==> config.mk <==
export PLATFORM = sky130hd
export DESIGN_NAME = arl_result_limit_alert
export DESIGN_NICKNAME = d
export VERILOG_FILES = /design/src/core/arl_pkg.sv /design/src/core/arl_result_limit_alert.sv
export SDC_FILE = /design/constraint.sdc
export NUM_CORES = 1
export LEC_CHECK = 0
export BUFFER_PORTS_ARGS = -buffer_cell sky130_fd_sc_hd__buf_2
export CAP_MARGIN = 10
export CELL_PAD_IN_SITES_DETAIL_PLACEMENT = 0
export CELL_PAD_IN_SITES_GLOBAL_PLACEMENT = 2
export CORE_ASPECT_RATIO = 1.4
export CORE_UTILIZATION = 31
export DETAILED_ROUTE_END_ITERATION = 8
export GPL_ROUTABILITY_DRIVEN = 0
export PLACE_DENSITY_LB_ADDON = 0.1
export SLEW_MARGIN = 30
export SYNTH_ARGS = -nofsm -noshare
export SYNTH_HDL_FRONTEND = slang
export SYNTH_SLANG_ARGS = --single-unit
==> constraint.sdc <==
create_clock -name core_clk -period 2.98 [get_ports core_clk]
set_input_delay 0.596 -clock core_clk [delete_from_list [all_inputs] [get_ports core_clk]]
set_output_delay 0.596 -clock core_clk [all_outputs]
set_load 0.01 [all_outputs]
==> src/core/arl_pkg.sv <==
/*
 * Shared constants and carrier types of the result formatter and limit
 * alarm block: register pointers, field positions, reset values.
 * Assumes a 4-bit register pointer and 16-bit register words supplied
 * by the serial interface logic that sits in front of this block.
 */
package arl_pkg;

	// Register pointer values
	localparam logic [3:0] ADDR_RESULT = 4'h0; // Conversion result, read only
	localparam logic [3:0] ADDR_STATUS = 4'h1; // Sticky alert status
	localparam logic [3:0] ADDR_CONFIG = 4'h2; // Configuration byte
	localparam logic [3:0] ADDR_LIMIT_BASE = 4'h4; // Lower limit of channel 0
	localparam logic [3:0] LIMIT_STRIDE = 4'h3; // Lower, upper, hysteresis
	localparam logic [3:0] LIMIT_LOWER = 4'h0; // Offset of lower limit
	localparam logic [3:0] LIMIT_UPPER = 4'h1; // Offset of upper limit
	localparam logic [3:0] LIMIT_HYST = 4'h2; // Offset of hysteresis value

	// Geometry
	localparam int NUM_CHANNELS = 4; // Analog inputs
	localparam int FIELD_BITS = 12; // Sample field width

	// Configuration byte fields
	localparam int CFG_POL_BIT = 0; // Active level of the shared pin
	localparam int CFG_MODE_LO = 1; // Low bit of the pin function pair
	localparam int CFG_MODE_HI = 2; // High bit of the pin function pair
	localparam logic [7:0] CFG_RESET = 8'h08; // Configuration after reset

	// Pin function codes
	localparam logic [1:0] PIN_OFF = 2'h0; // No signal on the pin
	localparam logic [1:0] PIN_BUSY = 2'h1; // Conversion busy output
	localparam logic [1:0] PIN_ALERT = 2'h2; // Limit alert output
	localparam logic [1:0] PIN_CLEAR = 2'h3; // Clear alerts, reads as alert

	// Result word fields
	localparam int RES_FLAG_BIT = 15; // Violation flag
	localparam int RES_ZERO_BIT = 14; // Constant zero
	localparam int RES_TAG_HI = 13; // Channel tag, upper bit
	localparam int RES_TAG_LO = 12; // Channel tag, lower bit

	// Reset values and masks
	localparam logic [11:0] FULL_SCALE_12 = 12'hfff; // Upper limit, 12-bit
	localparam logic [11:0] FULL_SCALE_10 = 12'hffc; // Upper limit, 10-bit
	localparam logic [11:0] ZERO_SCALE = 12'h000; // Lower limit reset
	localparam logic [11:0] HYST_RESET_12 = 12'h008; // Hysteresis, 12-bit
	localparam logic [11:0] HYST_RESET_10 = 12'h002; // Hysteresis, 10-bit
	localparam logic [11:0] MASK_12 = 12'hfff; // Sample mask, 12-bit
	localparam logic [11:0] MASK_10 = 12'hffc; // Sample mask, 10-bit
	localparam logic [7:0] STATUS_CLEAR = 8'hff; // Status write that clears

	// Completed conversion from the converter engine
	typedef struct packed {
		logic valid; // One-cycle pulse per finished conversion
		logic [1:0] chan; // Channel that was converted
		logic [11:0] sample; // Left-aligned sample
	} arl_conv_s;

	// Register access from the serial interface
	typedef struct packed {
		logic write; // One-cycle write strobe
		logic [3:0] addr; // Register pointer
		logic [15:0] wdata; // Assembled write word
	} arl_reg_req_s;

endpackage

==> src/core/arl_result_limit_alert.sv <==
/*
 * Result formatting, limit comparison with hysteresis, sticky alert
 * status and the shared alert/busy output of a four-channel converter.
 * Assumes the serial interface assembles whole 16-bit words and gives
 * one write strobe per register write, and the converter engine gives
 * one pulse per finished conversion, all synchronous to core_clk.
 */
// Contract
// - Pin function follows two configuration bits
// - Writing 11 clears alert, flag, status
// - After clearing, pin bits read back 10
// - Result is sixteen-bit read-only straight binary
// - Flag, zero, tag, then sample MSB first
// - Ten-bit variant: two lowest bits zero
// - Tag is channel number in binary
// - Flag shows violation on any channel
// - Twelve limit registers, top four bits zero
// - Upper limits full scale, lower zero at reset
// - Alert when result above upper limit
// - Upper alert clears N below limit
// - Alert when result below lower limit
// - Lower alert clears N above limit
// - Hysteresis resets to 8 or 2
// - Violation shown on pin, flag or both
// - Configuration bit 0 sets pin polarity
// - Sticky per-limit status bits accumulate
`timescale 1ns/10ps

module arl_result_limit_alert #(
	parameter int RES_BITS = 12 // Converter resolution, 10 or 12
) (
	input wire logic core_clk,
	input wire logic reset_n,
	input wire arl_pkg::arl_conv_s convIn,
	input wire logic convBusy,
	input wire arl_pkg::arl_reg_req_s regReq,
	output logic [15:0] regRdata,
	output logic alertBusy
);

	// Resolution dependent constants
	localparam logic [11:0] FULL_SCALE = (RES_BITS == 10) ?
		arl_pkg::FULL_SCALE_10 : arl_pkg::FULL_SCALE_12;
	localparam logic [11:0] HYST_INIT = (RES_BITS == 10) ?
		arl_pkg::HYST_RESET_10 : arl_pkg::HYST_RESET_12;
	localparam logic [11:0] SAMPLE_MASK = (RES_BITS == 10) ?
		arl_pkg::MASK_10 : arl_pkg::MASK_12;

	// Refuse resolutions the field layout cannot carry
	generate
		if (RES_BITS != 10 && RES_BITS != 12) begin : g_bad_res
			$error("RES_BITS must be 10 or 12");
		end
	endgenerate

	// Whole state of the block
	typedef struct packed {
		logic [7:0] cfg; // Configuration byte
		logic [3:0][11:0] upper; // Upper limits per channel
		logic [3:0][11:0] lower; // Lower limits per channel
		logic [3:0][11:0] hyst; // Hysteresis per channel
		logic [3:0] hiAct; // Upper alert active per channel
		logic [3:0] loAct; // Lower alert active per channel
		logic [7:0] status; // Sticky status, lo at 2c, hi at 2c+1
		logic [11:0] sample; // Last stored sample
		logic [1:0] chan; // Channel of the last sample
		logic [15:0] rdata; // Read word for the current pointer
		logic alertOut; // Pin level
	} arl_state_s;

	arl_state_s s_q; // Registered state
	arl_state_s s_d; // Next state

	logic [11:0] maskedSample; // Sample with unused low bits forced
	logic [3:0] hit; // Conversion belongs to this channel
	logic [3:0] tripHi; // Result above upper limit
	logic [3:0] tripLo; // Result below lower limit
	logic [3:0] relHi; // Result at least N below upper limit
	logic [3:0] relLo; // Result at least N above lower limit
	logic [15:0] resultWord; // Formatted result register
	logic anyAlert; // Any channel currently in violation
	logic [1:0] pinMode; // Pin function pair of the configuration
	logic pinPol; // Pin active level

	// Unused low bits of a 10-bit sample read as zero
	assign maskedSample = convIn.sample & SAMPLE_MASK;

	// Per-channel comparators, each against its own registers only
	generate
		for (genvar c = 0; c < arl_pkg::NUM_CHANNELS; c++) begin : g_cmp
			assign hit[c] = convIn.valid &&
				(convIn.chan == 2'(c));
			assign tripHi[c] = maskedSample > s_q.upper[c];
			assign tripLo[c] = maskedSample < s_q.lower[c];
			// Widened sums keep the hysteresis margin from wrapping
			assign relHi[c] = ({1'b0, maskedSample} + {1'b0, s_q.hyst[c]})
				<= {1'b0, s_q.upper[c]};
			assign relLo[c] = {1'b0, maskedSample} >=
				({1'b0, s_q.lower[c]} + {1'b0, s_q.hyst[c]});
		end
	endgenerate

	// Flag reflects any channel still in violation
	assign anyAlert = |{s_q.hiAct, s_q.loAct};

	// Result layout: flag, zero, tag, sample MSB first
	assign resultWord = {anyAlert, 1'b0, s_q.chan,
		s_q.sample};

	// Configuration fields used by the pin logic
	assign pinMode = s_q.cfg[arl_pkg::CFG_MODE_HI:arl_pkg::CFG_MODE_LO];
	assign pinPol = s_q.cfg[arl_pkg::CFG_POL_BIT];

	// Next state: register writes, then conversion updates
	always_comb begin
		s_d = s_q;
		// Register writes
		if (regReq.write) begin
			case (regReq.addr)
				arl_pkg::ADDR_CONFIG: begin
					s_d.cfg = regReq.wdata[7:0];
					// Clear code: drop alerts, read back as alert mode
					if (regReq.wdata[arl_pkg::CFG_MODE_HI:arl_pkg::CFG_MODE_LO]
						== arl_pkg::PIN_CLEAR) begin
						s_d.cfg[arl_pkg::CFG_MODE_HI:arl_pkg::CFG_MODE_LO] =
							arl_pkg::PIN_ALERT;
						s_d.status = '0;
						s_d.hiAct = '0;
						s_d.loAct = '0;
					end
				end
				arl_pkg::ADDR_STATUS: begin
					// All ones written to the status clears it
					if (regReq.wdata[7:0] == arl_pkg::STATUS_CLEAR) begin
						s_d.status = '0;
					end
				end
				arl_pkg::ADDR_RESULT: begin
					// Result is read only; writes are dropped
					s_d.cfg = s_q.cfg;
				end
				default: begin
					// Limit registers keep only the low twelve bits
					for (int c = 0; c < arl_pkg::NUM_CHANNELS; c++) begin
						if (regReq.addr == 4'(arl_pkg::ADDR_LIMIT_BASE +
							arl_pkg::LIMIT_STRIDE * 4'(c) +
							arl_pkg::LIMIT_LOWER)) begin
							s_d.lower[c] = regReq.wdata[11:0];
						end
						if (regReq.addr == 4'(arl_pkg::ADDR_LIMIT_BASE +
							arl_pkg::LIMIT_STRIDE * 4'(c) +
							arl_pkg::LIMIT_UPPER)) begin
							s_d.upper[c] = regReq.wdata[11:0];
						end
						if (regReq.addr == 4'(arl_pkg::ADDR_LIMIT_BASE +
							arl_pkg::LIMIT_STRIDE * 4'(c) +
							arl_pkg::LIMIT_HYST)) begin
							s_d.hyst[c] = regReq.wdata[11:0];
						end
					end
				end
			endcase
		end
		// Conversion comes after the clear so a new violation survives
		if (convIn.valid) begin
			s_d.sample = maskedSample;
			s_d.chan = convIn.chan;
		end
		for (int c = 0; c < arl_pkg::NUM_CHANNELS; c++) begin
			if (hit[c]) begin
				// Upper limit: set above, release N below
				if (tripHi[c]) begin
					s_d.hiAct[c] = 1'b1;
					s_d.status[2 * c + 1] = 1'b1;
				end else if (relHi[c]) begin
					s_d.hiAct[c] = 1'b0;
				end
				// Lower limit: set below, release N above
				if (tripLo[c]) begin
					s_d.loAct[c] = 1'b1;
					s_d.status[2 * c] = 1'b1;
				end else if (relLo[c]) begin
					s_d.loAct[c] = 1'b0;
				end
			end
		end
		// Read word for the pointer presented this cycle
		case (regReq.addr)
			arl_pkg::ADDR_RESULT: s_d.rdata = resultWord;
			arl_pkg::ADDR_STATUS: s_d.rdata = {8'h00, s_q.status};
			arl_pkg::ADDR_CONFIG: s_d.rdata = {8'h00, s_q.cfg};
			default: begin
				s_d.rdata = 16'h0000;
				for (int c = 0; c < arl_pkg::NUM_CHANNELS; c++) begin
					if (regReq.addr == 4'(arl_pkg::ADDR_LIMIT_BASE +
						arl_pkg::LIMIT_STRIDE * 4'(c) +
						arl_pkg::LIMIT_LOWER)) begin
						s_d.rdata = {4'h0, s_q.lower[c]};
					end
					if (regReq.addr == 4'(arl_pkg::ADDR_LIMIT_BASE +
						arl_pkg::LIMIT_STRIDE * 4'(c) +
						arl_pkg::LIMIT_UPPER)) begin
						s_d.rdata = {4'h0, s_q.upper[c]};
					end
					if (regReq.addr == 4'(arl_pkg::ADDR_LIMIT_BASE +
						arl_pkg::LIMIT_STRIDE * 4'(c) +
						arl_pkg::LIMIT_HYST)) begin
						s_d.rdata = {4'h0, s_q.hyst[c]};
					end
				end
			end
		endcase
		// Pin function and polarity
		case (pinMode)
			arl_pkg::PIN_BUSY: s_d.alertOut = convBusy ~^ pinPol;
			arl_pkg::PIN_ALERT: s_d.alertOut = anyAlert ~^ pinPol;
			default: s_d.alertOut = ~pinPol;
		endcase
	end

	// State register
	always_ff @(posedge core_clk or negedge reset_n) begin
		if (!reset_n) begin
			s_q.cfg <= arl_pkg::CFG_RESET;
			s_q.upper <= {4{FULL_SCALE}};
			s_q.lower <= {4{arl_pkg::ZERO_SCALE}};
			s_q.hyst <= {4{HYST_INIT}};
			s_q.hiAct <= 4'h0;
			s_q.loAct <= 4'h0;
			s_q.status <= 8'h00;
			s_q.sample <= 12'h000;
			s_q.chan <= 2'h0;
			s_q.rdata <= 16'h0000;
			s_q.alertOut <= 1'b1;
		end else begin
			s_q <= s_d;
		end
	end

	// Outputs straight from flip-flops
	assign regRdata = s_q.rdata;
	assign alertBusy = s_q.alertOut;
endmodule

### After elaboration in Yosys (flattened, before gate mapping)

Cells that the tools add are included.

* bits in registers: 199
* latch bits: 0
* memory bits (writable): 0
* memory bits (read-only): 0
* input port bits: 39
* output and inout bits: 17
* memories: 0

* $add $sub $neg: 8
* multiply operators: 0
* div/mod/pow operators: 0
* order comparisons: 16
* equality and inequality tests: 21
* shifts and indexed selects: 0
* muxes and demuxes: 56
* bitwise gates (word level): 4
* reductions and logical operators: 21

Operators with widths (count)
* two-way mux 16 bit: 12
* adder 12 x 12 -> 13 bit: 8
* >= comparator 12 x 13 -> 1 bit: 4
* less-or-equal comparator 13 x 12 -> 1 bit: 4
* greater-than comparator 12 bit: 4
* < comparator 12 bit: 4
* case mux 16 bit (3 select lines): 1
* AND reduction 3 bit: 12
* equality test 4 bit (second input constant): 8
* two-way mux 1 bit: 32
* two-way mux 12 bit: 2
* equality test 4 x 3 -> 1 bit (second input constant): 4
* two-way mux 8 bit: 2
* case mux 8 bit (2 select lines): 1
* two-way mux 2 bit: 5
* equality test 2 bit (second input constant): 4
* equality test 8 bit (second input constant): 1
* OR reduction 8 bit: 1
* equality test 2 x 1 -> 1 bit (second input constant): 2
* equality test 4 x 1 -> 1 bit (second input constant): 1
* equality test 4 x 2 -> 1 bit (second input constant): 1
* logical AND 1 bit: 4
* logical NOT 4 bit: 1
* OR reduction 3 bit: 1
* 5 further kinds: 7

### Depth between registers and ports, before layout

Gate-level depths: netlist (run 1).

* word-level depth: 14
* gate-level depth with buffers: 16
* depth with buffers taken out: 16

### Least setup slack after synthesis (run 1)

No wires, ideal clock.

* kind: input port to flip-flop
* from: in convIn[0] in the netlist's numbering
* to: reg s_q[44] in the netlist's numbering
* setup time: 137 ps
* arrival time: 3308 ps
* required time: 2843 ps
* path slack: -464 ps
* stages: 15
* buffers on the path: 0
* path through: ha_1 inv_1 fa_1 nor2b_1 o31a_1 o21ai_1 a211oi_1 a211oi_1 xnor2_1 ha_1 nand3_1 or4_1 o31a_1 o211ai_1 o211ai_1

RTL lines
* start: declaration: line arl_result_limit_alert.sv:34 `input wire arl_pkg::arl_conv_s convIn,`
* end: declaration: line arl_result_limit_alert.sv:71 `arl_state_s s_q;`

==> key figures, run 1 <==
Logic synthesis
  – Asr flop ratio synth: 100%
  – Syn nets: 2247
  – Dominant synthesized flop cell: dfrtp_1
  – Mapped Area: ~18000 µm²
  – Register area share after synthesis: 28.6%
  – #FFs+latches synth: 198
  – Syn. warnings: 0
  – Syn_area_per_cell: approximately 9.2 µm²
  – Synth Instances: 1915
  – Number of enable flip-flop cells after synthesis: 0
  – Post-synth cell types: between 70 and 80

Place
  – Hpwl dp: 62500 µm
  – Port bufs: 50

Layout
  – Fill cells: ~5700
  – Commonest non-fill, non-tap cell in the layout: buf_4
  – Share of layout cells above drive strength 1: 31.5%
  – Area grow syn2layout: 27.3%
  – Fin util: 40.2%
  – Fin nets: between 2000 and 3000
  – Most frequent cells in the layout: 353 x buf_4, 269 x ha_1, 160 x o21ai_0, 140 x dfrtp_1, 139 x nand2_1

Route
  – Routed Antenna Nets: 0
  – Vias/cell: 5.43
  – Residual DRC: 0
  – Routed WL: about 78000 µm
  – Drt pass-1 iters: 5
  – DR WL/cell: 26.0 µm
  – Drt first-iter violations: just over 900
  – DR vias: 16357

GRT
  – Met2 GRT Util: 49.1%
  – GR Layer Usage met3: 2.20%
  – Antenna violations before repair: 3
  – First-pass GRT wire length: 114000 µm
  – GRT met1 Usage: between 30 and 40%
  – Number of global-route vias before repair: ~17000
  – Layer with the highest usage: met2
  – Global Route Usage Sum: between 20% and 30%
  – Largest net degree at the start of global routing: 59
  – Congestion Overflow GR: 0

Timing
  – Max Clk Rate: 307 MHz
  – Hold Fails Final Rpt: 0
  – Hold Slack: 0.0357 ns
  – Fin Setup TNS: -1.29 ns
  – Worst rel slew slack: 44.6%
  – Worst clock skew: approximately 0.014 ns
  – Setup violations, final: 8
  – Slack of the critical path: -0.282 ns
  – Post-layout min period: 3.26 ns
  – RSZ-0062 raised after global routing: yes
  – Max-slew violation count: 0
  – Period utilisation layout: 109%
  – Worst-Margin Slew: 0.828 ns

Pwr
  – NetSw: 6.79 mW
  – Leakage power total: slightly above 10 nW
  – Internal: about 9.4 mW
  – Cell Pwr Density: 723 nW/µm²
  – Comb pwr share: 58.9%
  – Clk network pwr share: 15.8%
  – Peak VDD IR: 0.313 mV
  – Net Sw Frac: between 40% and 50%
  – Sequential power share: about a quarter

Floorplanning
  – Die area: 57600 µm²
  – Site Rows: 102
  – I/O pin count: 56
  – Core area: 55600 µm²
  – Die Y: ~280 µm
  – Initial Util: 31.6%
  – Die W: 203 µm

Clock tree
  – Worst-Skew Late Latency: about 0.48 ns
  – Clk root buf: clkbuf_16
  – Clk sinks: between 150 and 200
  – H-tree Lvls: 4
  – CTS tree: done
  – Worst-path clk slew: 0.08 ns
  – Cts hold-fix bufs: 0
  – Max Root-Sink Buffers: 2
  – CTS Buf Count: 17

Critical path
  – Reg-to-reg startpoint: s_q[59]$_DFFE_PN0P_
  – Crit start category: register
  – CP endpoint kind: register
  – WS Path Type: register to register
  – RR Endpoint: s_q[44]$_DFF_PN0_
  – Required @ worst endpoint: 3.33 ns
  – Arrival time worst endpoint: 3.61 ns
  – Register-to-register setup slack: -0.28 ns
  – R2R depth: 15
  – CP max FO: 3

Run
  – Max-cap violation count: 0

Run status
  – Failing checks: negative setup slack
  – Outcome: finished, violations left

Worst hold path
  – HP Class: input port to asynchronous set/reset pin
## flip-flops by register name (all words and copies together), names as in the netlist
name / cells
pinPol: 1
regRdata: 15
alertBusy: 1
resultWord: 14
s_q: 165
pinMode: 2
## per-layer routing
layer | wire length (µm) | share of wire [%]
met1 | 33900 | 43
met3 | 2260 | 2.9
met4 | 2650 | 3.4
met2 | 39700 | 51
met5 | 0 | 0
## worst max-delay path by stage
stage,startpoint,end,slack [ns],depth (start not counted)
2_1_floorplan,convIn[1],s_q[44]$_DFF_PN0_,-0.30,14
3_3_place_gp,convIn[1],s_q[46]$_DFF_PN0_,-0.91,16
3_5_place_dp,convIn[1],s_q[46]$_DFF_PN0_,-0.95,16
4_1_cts,s_q[47]$_DFFE_PN0P_,s_q[43]$_DFF_PN0_,-0.29,17
5_1_grt,s_q[59]$_DFFE_PN0P_,s_q[44]$_DFF_PN0_,-0.45,15
6_report,s_q[59]$_DFFE_PN0P_,s_q[44]$_DFF_PN0_,-0.28,15
## metrics by stage
step	instance area (µm²)	worst slack [ns]	total power, mW	instances
3_5_place_dp	21200	-0.948	13.2	2954
6_report	22300	-0.282	16.2	3012
2_1_floorplan	17800	-0.297	9.38	1915
3_3_place_gp	21200	-0.913	13.0	2954
5_1_grt	22300	-0.450	17.4	3009
4_1_cts	22200	-0.289	16.2	3002
## power by group through the flow
stage / sequential, mW / clock [mW] / combinational [mW]
global route: 4.16 / 2.71 / 10.6
CTS: 4.10 / 2.62 / 9.43
detailed placement: 4.14 / 0 / 9.03
global placement: 4.12 / 0 / 8.92
finish: 4.10 / 2.55 / 9.51
floorplan: 3.83 / 0 / 5.54
## kinds of logic after synthesis
family	after synthesis	synth area share, %
AO/OA/AOI/OAI	574	21.1
AND/OR/NAND/NOR	448	12.5
adder cells (fa/ha/maj)	293	21.2
buffers and inverters	209	5.25
flip-flops	198	28.6
multiplexers	121	7.75
XOR/XNOR	71	3.54
other	1	0.0214
## critical path, cell delays in order (launching register included)
cell,delay (ns)
dfrtp_1,0.41
ha_4,0.16
inv_2,0.04
fa_2,0.37
nor2b_2,0.14
o31a_1,0.17
o21ai_2,0.08
a211oi_2,0.29
a211oi_2,0.13
xnor2_1,0.14
ha_1,0.32
nand3_2,0.08
or4_4,0.41
o31a_1,0.11
o211ai_1,0.17
o211ai_1,0.11
## cell type report
type | count | area (µm²) | share of cell area (%)
multi-input combinational | 1508 | 12100 | 54.2
clock inverter | 15 | 188 | 0.840
timing repair buffer | 419 | 3210 | 14.4
clock buffer | 17 | 425 | 1.90
inverter | 124 | 469 | 2.10
sequential | 198 | 5030 | 22.5
antenna | 3 | 7.51 | 0.0336
tap | 728 | 911 | 4.08
## synth_stat cells, types with 13 or more instances
| cell | instances | area, µm² |
|---|---|---|
| o22ai_1 | 14 | 87.6 |
| clkbuf_1 | 31 | 116 |
| xnor2_1 | 42 | 368 |
| nor2b_1 | 34 | 213 |
| o21ai_0 | 175 | 876 |
| buf_2 | 28 | 140 |
| buf_4 | 21 | 158 |
| nor3_1 | 39 | 195 |
| mux2i_1 | 19 | 190 |
| xor2_1 | 29 | 254 |
| nor2_1 | 94 | 353 |
| a2111oi_0 | 13 | 114 |
| a31oi_1 | 14 | 87.6 |
| ha_1 | 285 | 3570 |
| o21a_1 | 42 | 315 |
| dfstp_2 | 54 | 1420 |
| a211oi_1 | 26 | 195 |
| nand4_1 | 34 | 213 |
| mux2_2 | 100 | 1130 |
| nand2_1 | 139 | 522 |
| a21o_1 | 39 | 293 |
| nand3_1 | 24 | 120 |
| o21bai_1 | 16 | 120 |
| inv_1 | 124 | 465 |
| dfrtp_1 | 144 | 3600 |
| or3_1 | 14 | 87.6 |
| a21oi_1 | 119 | 596 |
| nand2b_1 | 17 | 106 |
## timing repair
item / 4_1_cts / 5_1_grt
buffers inserted: 16 / 8
gates resized for setup: 60 / 22
gates cloned: 0 / 0
pin swaps: 77 / 29
setup endpoints to repair: 8 / 8
Power figures use the tool's default switching activity.
==> inputs of run 2 (changes only) <==
--- a/config.mk
+++ b/config.mk
@@ -7,8 +7,8 @@
 export LEC_CHECK = 0
 export BUFFER_PORTS_ARGS = -buffer_cell sky130_fd_sc_hd__buf_2
 export CAP_MARGIN = 10
-export CELL_PAD_IN_SITES_DETAIL_PLACEMENT = 0
-export CELL_PAD_IN_SITES_GLOBAL_PLACEMENT = 2
+export CELL_PAD_IN_SITES_DETAIL_PLACEMENT = 1
+export CELL_PAD_IN_SITES_GLOBAL_PLACEMENT = 1
 export CORE_ASPECT_RATIO = 1.4
 export CORE_UTILIZATION = 31
 export DETAILED_ROUTE_END_ITERATION = 8
==> run 2 against run 1 <==
Net effect:
- the flow still finishes with violations (negative setup slack)
- die area stayed put
- non-clock buffer count is 24 lower
- clock-buffer cell count is 5 higher
- final area is 0.59% lower
- first-iteration DRC count is 5.1% lower
- combinational power is 1% higher
- maximum frequency is 0.81% lower
- register-to-register slack worse by 0.03 ns
- hold slack worse by 0.026 ns
- cell count is 0.86% lower
- clock power hardly changed
==> key figures, run 2 (synthesis results as in run 1) <==
Timing
  – Fin Setup TNS: -1.63 ns (-0.340 ns)
  – Setup violations, final: 8 (unchanged)
  – Post-layout min period: 3.29 ns (+0.0268 ns)
  – Max Clk Rate: 304 MHz (-0.81%)
  – RSZ-0062 raised after global routing: yes
  – Worst clock skew: 0.0159 ns (+0.00195 ns)
  – Worst rel slew slack: 60.6% (+16 points)
  – Slack of the critical path: -0.308 ns (-0.0268 ns)
  – Worst-Margin Slew: 0.590 ns (-0.238 ns)
  – Max-slew violation count: 0 (unchanged)
  – Hold Slack: 0.00981 ns (-0.0259 ns)
  – Hold Fails Final Rpt: 0 (unchanged)
  – Period utilisation layout: 110% (+0.90 points)

Critical path
  – WS Path Type: register to register
  – Critical Path Stages: 15 (unchanged)
  – Crit start category: register
  – CP max FO: 3 (unchanged)
  – CP Buf/Inv Count: 1 (unchanged)
  – Top delay family on crit path: compound AO/OA/AOI/OAI gates
  – Crit path largest cell delay: 0.42 ns (about the same)
  – RR Endpoint: s_q[44]$_DFF_PN0_
  – Register-to-register setup slack: -0.31 ns (-0.03 ns)
  – Arrival time worst endpoint: 3.65 ns (+0.04 ns)
  – R2R depth: 15 (unchanged)
  – Critical path startpoint: s_q[59]$_DFFE_PN0P_
  – Crit path cell chain: ha_4, inv_2, fa_2, nor2b_2, o31a_1, o21ai_2, a211oi_2, a211oi_2, xnor2_1, ha_1, nand3_2, or4_4, o31a_1, o211ai_1, o211ai_1
  – Required @ worst endpoint: 3.35 ns (+0.02 ns)
  – Reg-to-reg startpoint: s_q[59]$_DFFE_PN0P_
  – CP endpoint: s_q[44]$_DFF_PN0_
  – CP endpoint kind: register
  – Slowest CP cell: dfrtp_1

Place
  – Total placed instance area: 21100 µm² (-0.83%)
  – Post-Place Cells: 2939 (-0.51%)
  – Port bufs: 50 (unchanged)
  – Hpwl dp: 65600 µm (+5.0%)
  – Post-place setup slack: -0.798 ns (+0.149 ns)

Pwr
  – Sequential power share: 25.3% (about the same)
  – Internal: 9.32 mW (-0.49%)
  – Comb pwr share: 59.1% (+0.2 points)
  – Net Sw Frac: 42.8% (+0.72 points)
  – Clk network pwr share: 15.6% (-0.2 points)
  – NetSw: 6.96 mW (+2.5%)
  – Cell Pwr Density: 733 nW/µm² (+1.4%)
  – Leakage power total: 10.1 nW (-1.2%)
  – Peak VDD IR: 0.272 mV (-13%)

Clock tree
  – Clk root buf: clkbuf_16
  – Clk sinks: 198 (unchanged)
  – Worst-path clk slew: 0.08 ns (about the same)
  – Worst-Skew Late Latency: 0.49 ns (about the same)
  – H-tree Lvls: 4 (unchanged)
  – CTS tree: done
  – Cts hold-fix bufs: 0 (unchanged)
  – CTS Buf Count: 17 (unchanged)
  – Max Root-Sink Buffers: 2 (unchanged)

GRT
  – First-pass GRT wire length: 119000 µm (+4.1%)
  – Global Route Usage Sum: 28.5% (+0.87 points)
  – Antenna violations before repair: 3 (unchanged)
  – Largest net degree at the start of global routing: 61 (+3.4%)
  – Number of global-route vias before repair: 17849 (+5.0%)
  – Congestion Overflow GR: 0 (unchanged)

Floorplanning
  – Die W: 203 µm (unchanged)
  – Initial Util: 31.6% (unchanged)
  – I/O pin count: 56 (unchanged)
  – Die area: 57600 µm² (unchanged)
  – Die Y: 284 µm (unchanged)
  – Site Rows: 102 (unchanged)
  – Core area: 55600 µm² (unchanged)

Run
  – Max-cap violation count: 0 (unchanged)

Route
  – DR WL/cell: 27.1 µm (+4.0%)
  – Vias/cell: 5.54 (+2.0%)
  – DR vias: 16535 (+1.1%)
  – Routed Antenna Nets: 0 (unchanged)
  – Residual DRC: 0 (unchanged)
  – Routed WL: 80900 µm (+3.1%)
  – Drt first-iter violations: 871 (-5.1%)
  – Drt pass-1 iters: 4 (-1)

Layout
  – Fin nets: 2576 (-0.92%)
  – Non-filler cells in the finished layout: 2986 (-0.86%)
  – Number of flip-flops in the largest register: 165 (unchanged)
  – Register bank with the most flops: s_q
  – Final instance area: 22200 µm² (-0.59%)
  – Share of layout cells above drive strength 1: 31.1% (-0.33 points)
  – Area grow syn2layout: 26.5%
  – Most frequent cells in the layout: 331 x buf_4, 265 x ha_1, 159 x o21ai_0, 141 x dfrtp_1, 139 x nand2_1
  – Commonest non-fill, non-tap cell in the layout: buf_4

Worst hold path
  – HP Class: input port to asynchronous set/reset pin

Run status
  – Failing checks: negative setup slack
  – Outcome: finished, violations left
[run 2: cell count changes in the layout (fill, tap and decap cells not counted), moves of 3 or more]
cell	change
buf_4	-22
clkbuf_8	+3
ha_1	-4
inv_8	-3
a211oi_4	+3
a21oi_2	-3
ha_4	+4
buf_12	-5
[run 2: power groups by stage]
stage               Combinational (mW)  Clock [mW]  Sequential [mW]
CTS                               9.42        2.60             4.10
finish                            9.62        2.54             4.12
global placement                  8.82           0             4.12
global route                      10.6        2.67             4.18
floorplan                         5.54           0             3.83
detailed placement                9.08           0             4.13
[run 2: area by class of cell]
type	count	area, µm²
repair buffers	395	2960
diodes	1	2.50
inverters	124	469
multi-input cells	1508	12200
flip-flops and latches	198	5030
clock buffers	22	474
fillers	6496	33400
clock inverters	10	120
well taps	728	911
[run 2: stage by stage]
| stage | util (%) | total power [mW] |
|---|---|---|
| after floorplan | - | 9.38 |
| after global placement | 37.8 | 12.9 |
| after detailed placement | 37.8 | 13.2 |
| after CTS | 39.6 | 16.1 |
| after global routing | 39.9 | 17.4 |
| final | 39.9 | 16.3 |
[run 2: what timing repair did]
item                                    CTS  global route
setup buffers                            12             3
resized for setup                        63            37
endpoints found under the hold margin     0             0
gates cloned                              0             0
pin swaps                                55            35
endpoints found under the setup margin    8             8
[run 2: how the worst min path moves through the flow]
| stage | to | cells past startpoint | startpoint |
|---|---|---|---|
| 3_5_place_dp | s_q[35]$_DFF_PN0_ | 1 | s_q[35]$_DFF_PN0_ |
| 6_report | s_q[58]$_DFFE_PN0P_ | 1 | reset_n |
| 5_1_grt | s_q[58]$_DFFE_PN0P_ | 1 | reset_n |
| 2_1_floorplan | pinMode[0]$_DFFE_PN0P_ | 0 | reset_n |
| 3_3_place_gp | s_q[35]$_DFF_PN0_ | 1 | s_q[35]$_DFF_PN0_ |
| 4_1_cts | s_q[102]$_DFFE_PN0P_ | 1 | reset_n |
[run 2: worst register-to-register path, cell delays in order (launching register included)]
cell,delay (ns)
dfrtp_1,0.42
ha_4,0.16
inv_2,0.04
fa_2,0.36
nor2b_2,0.13
o31a_1,0.18
o21ai_2,0.10
a211oi_2,0.29
a211oi_2,0.13
xnor2_1,0.15
ha_1,0.33
nand3_2,0.08
or4_4,0.41
o31a_1,0.11
o211ai_1,0.17
o211ai_1,0.11
[run 2: layer usage]
metal | up-vias | share of wire (%) | track usage, %
met3 | 95 | 2.4 | 2.27
met2 | 250 | 52 | 51.8
met5 | - | 0.026 | 0
met1 | 8521 | 42 | 34.3
met4 | 4 | 4.0 | 11.3
li1 | 7665 | - | -
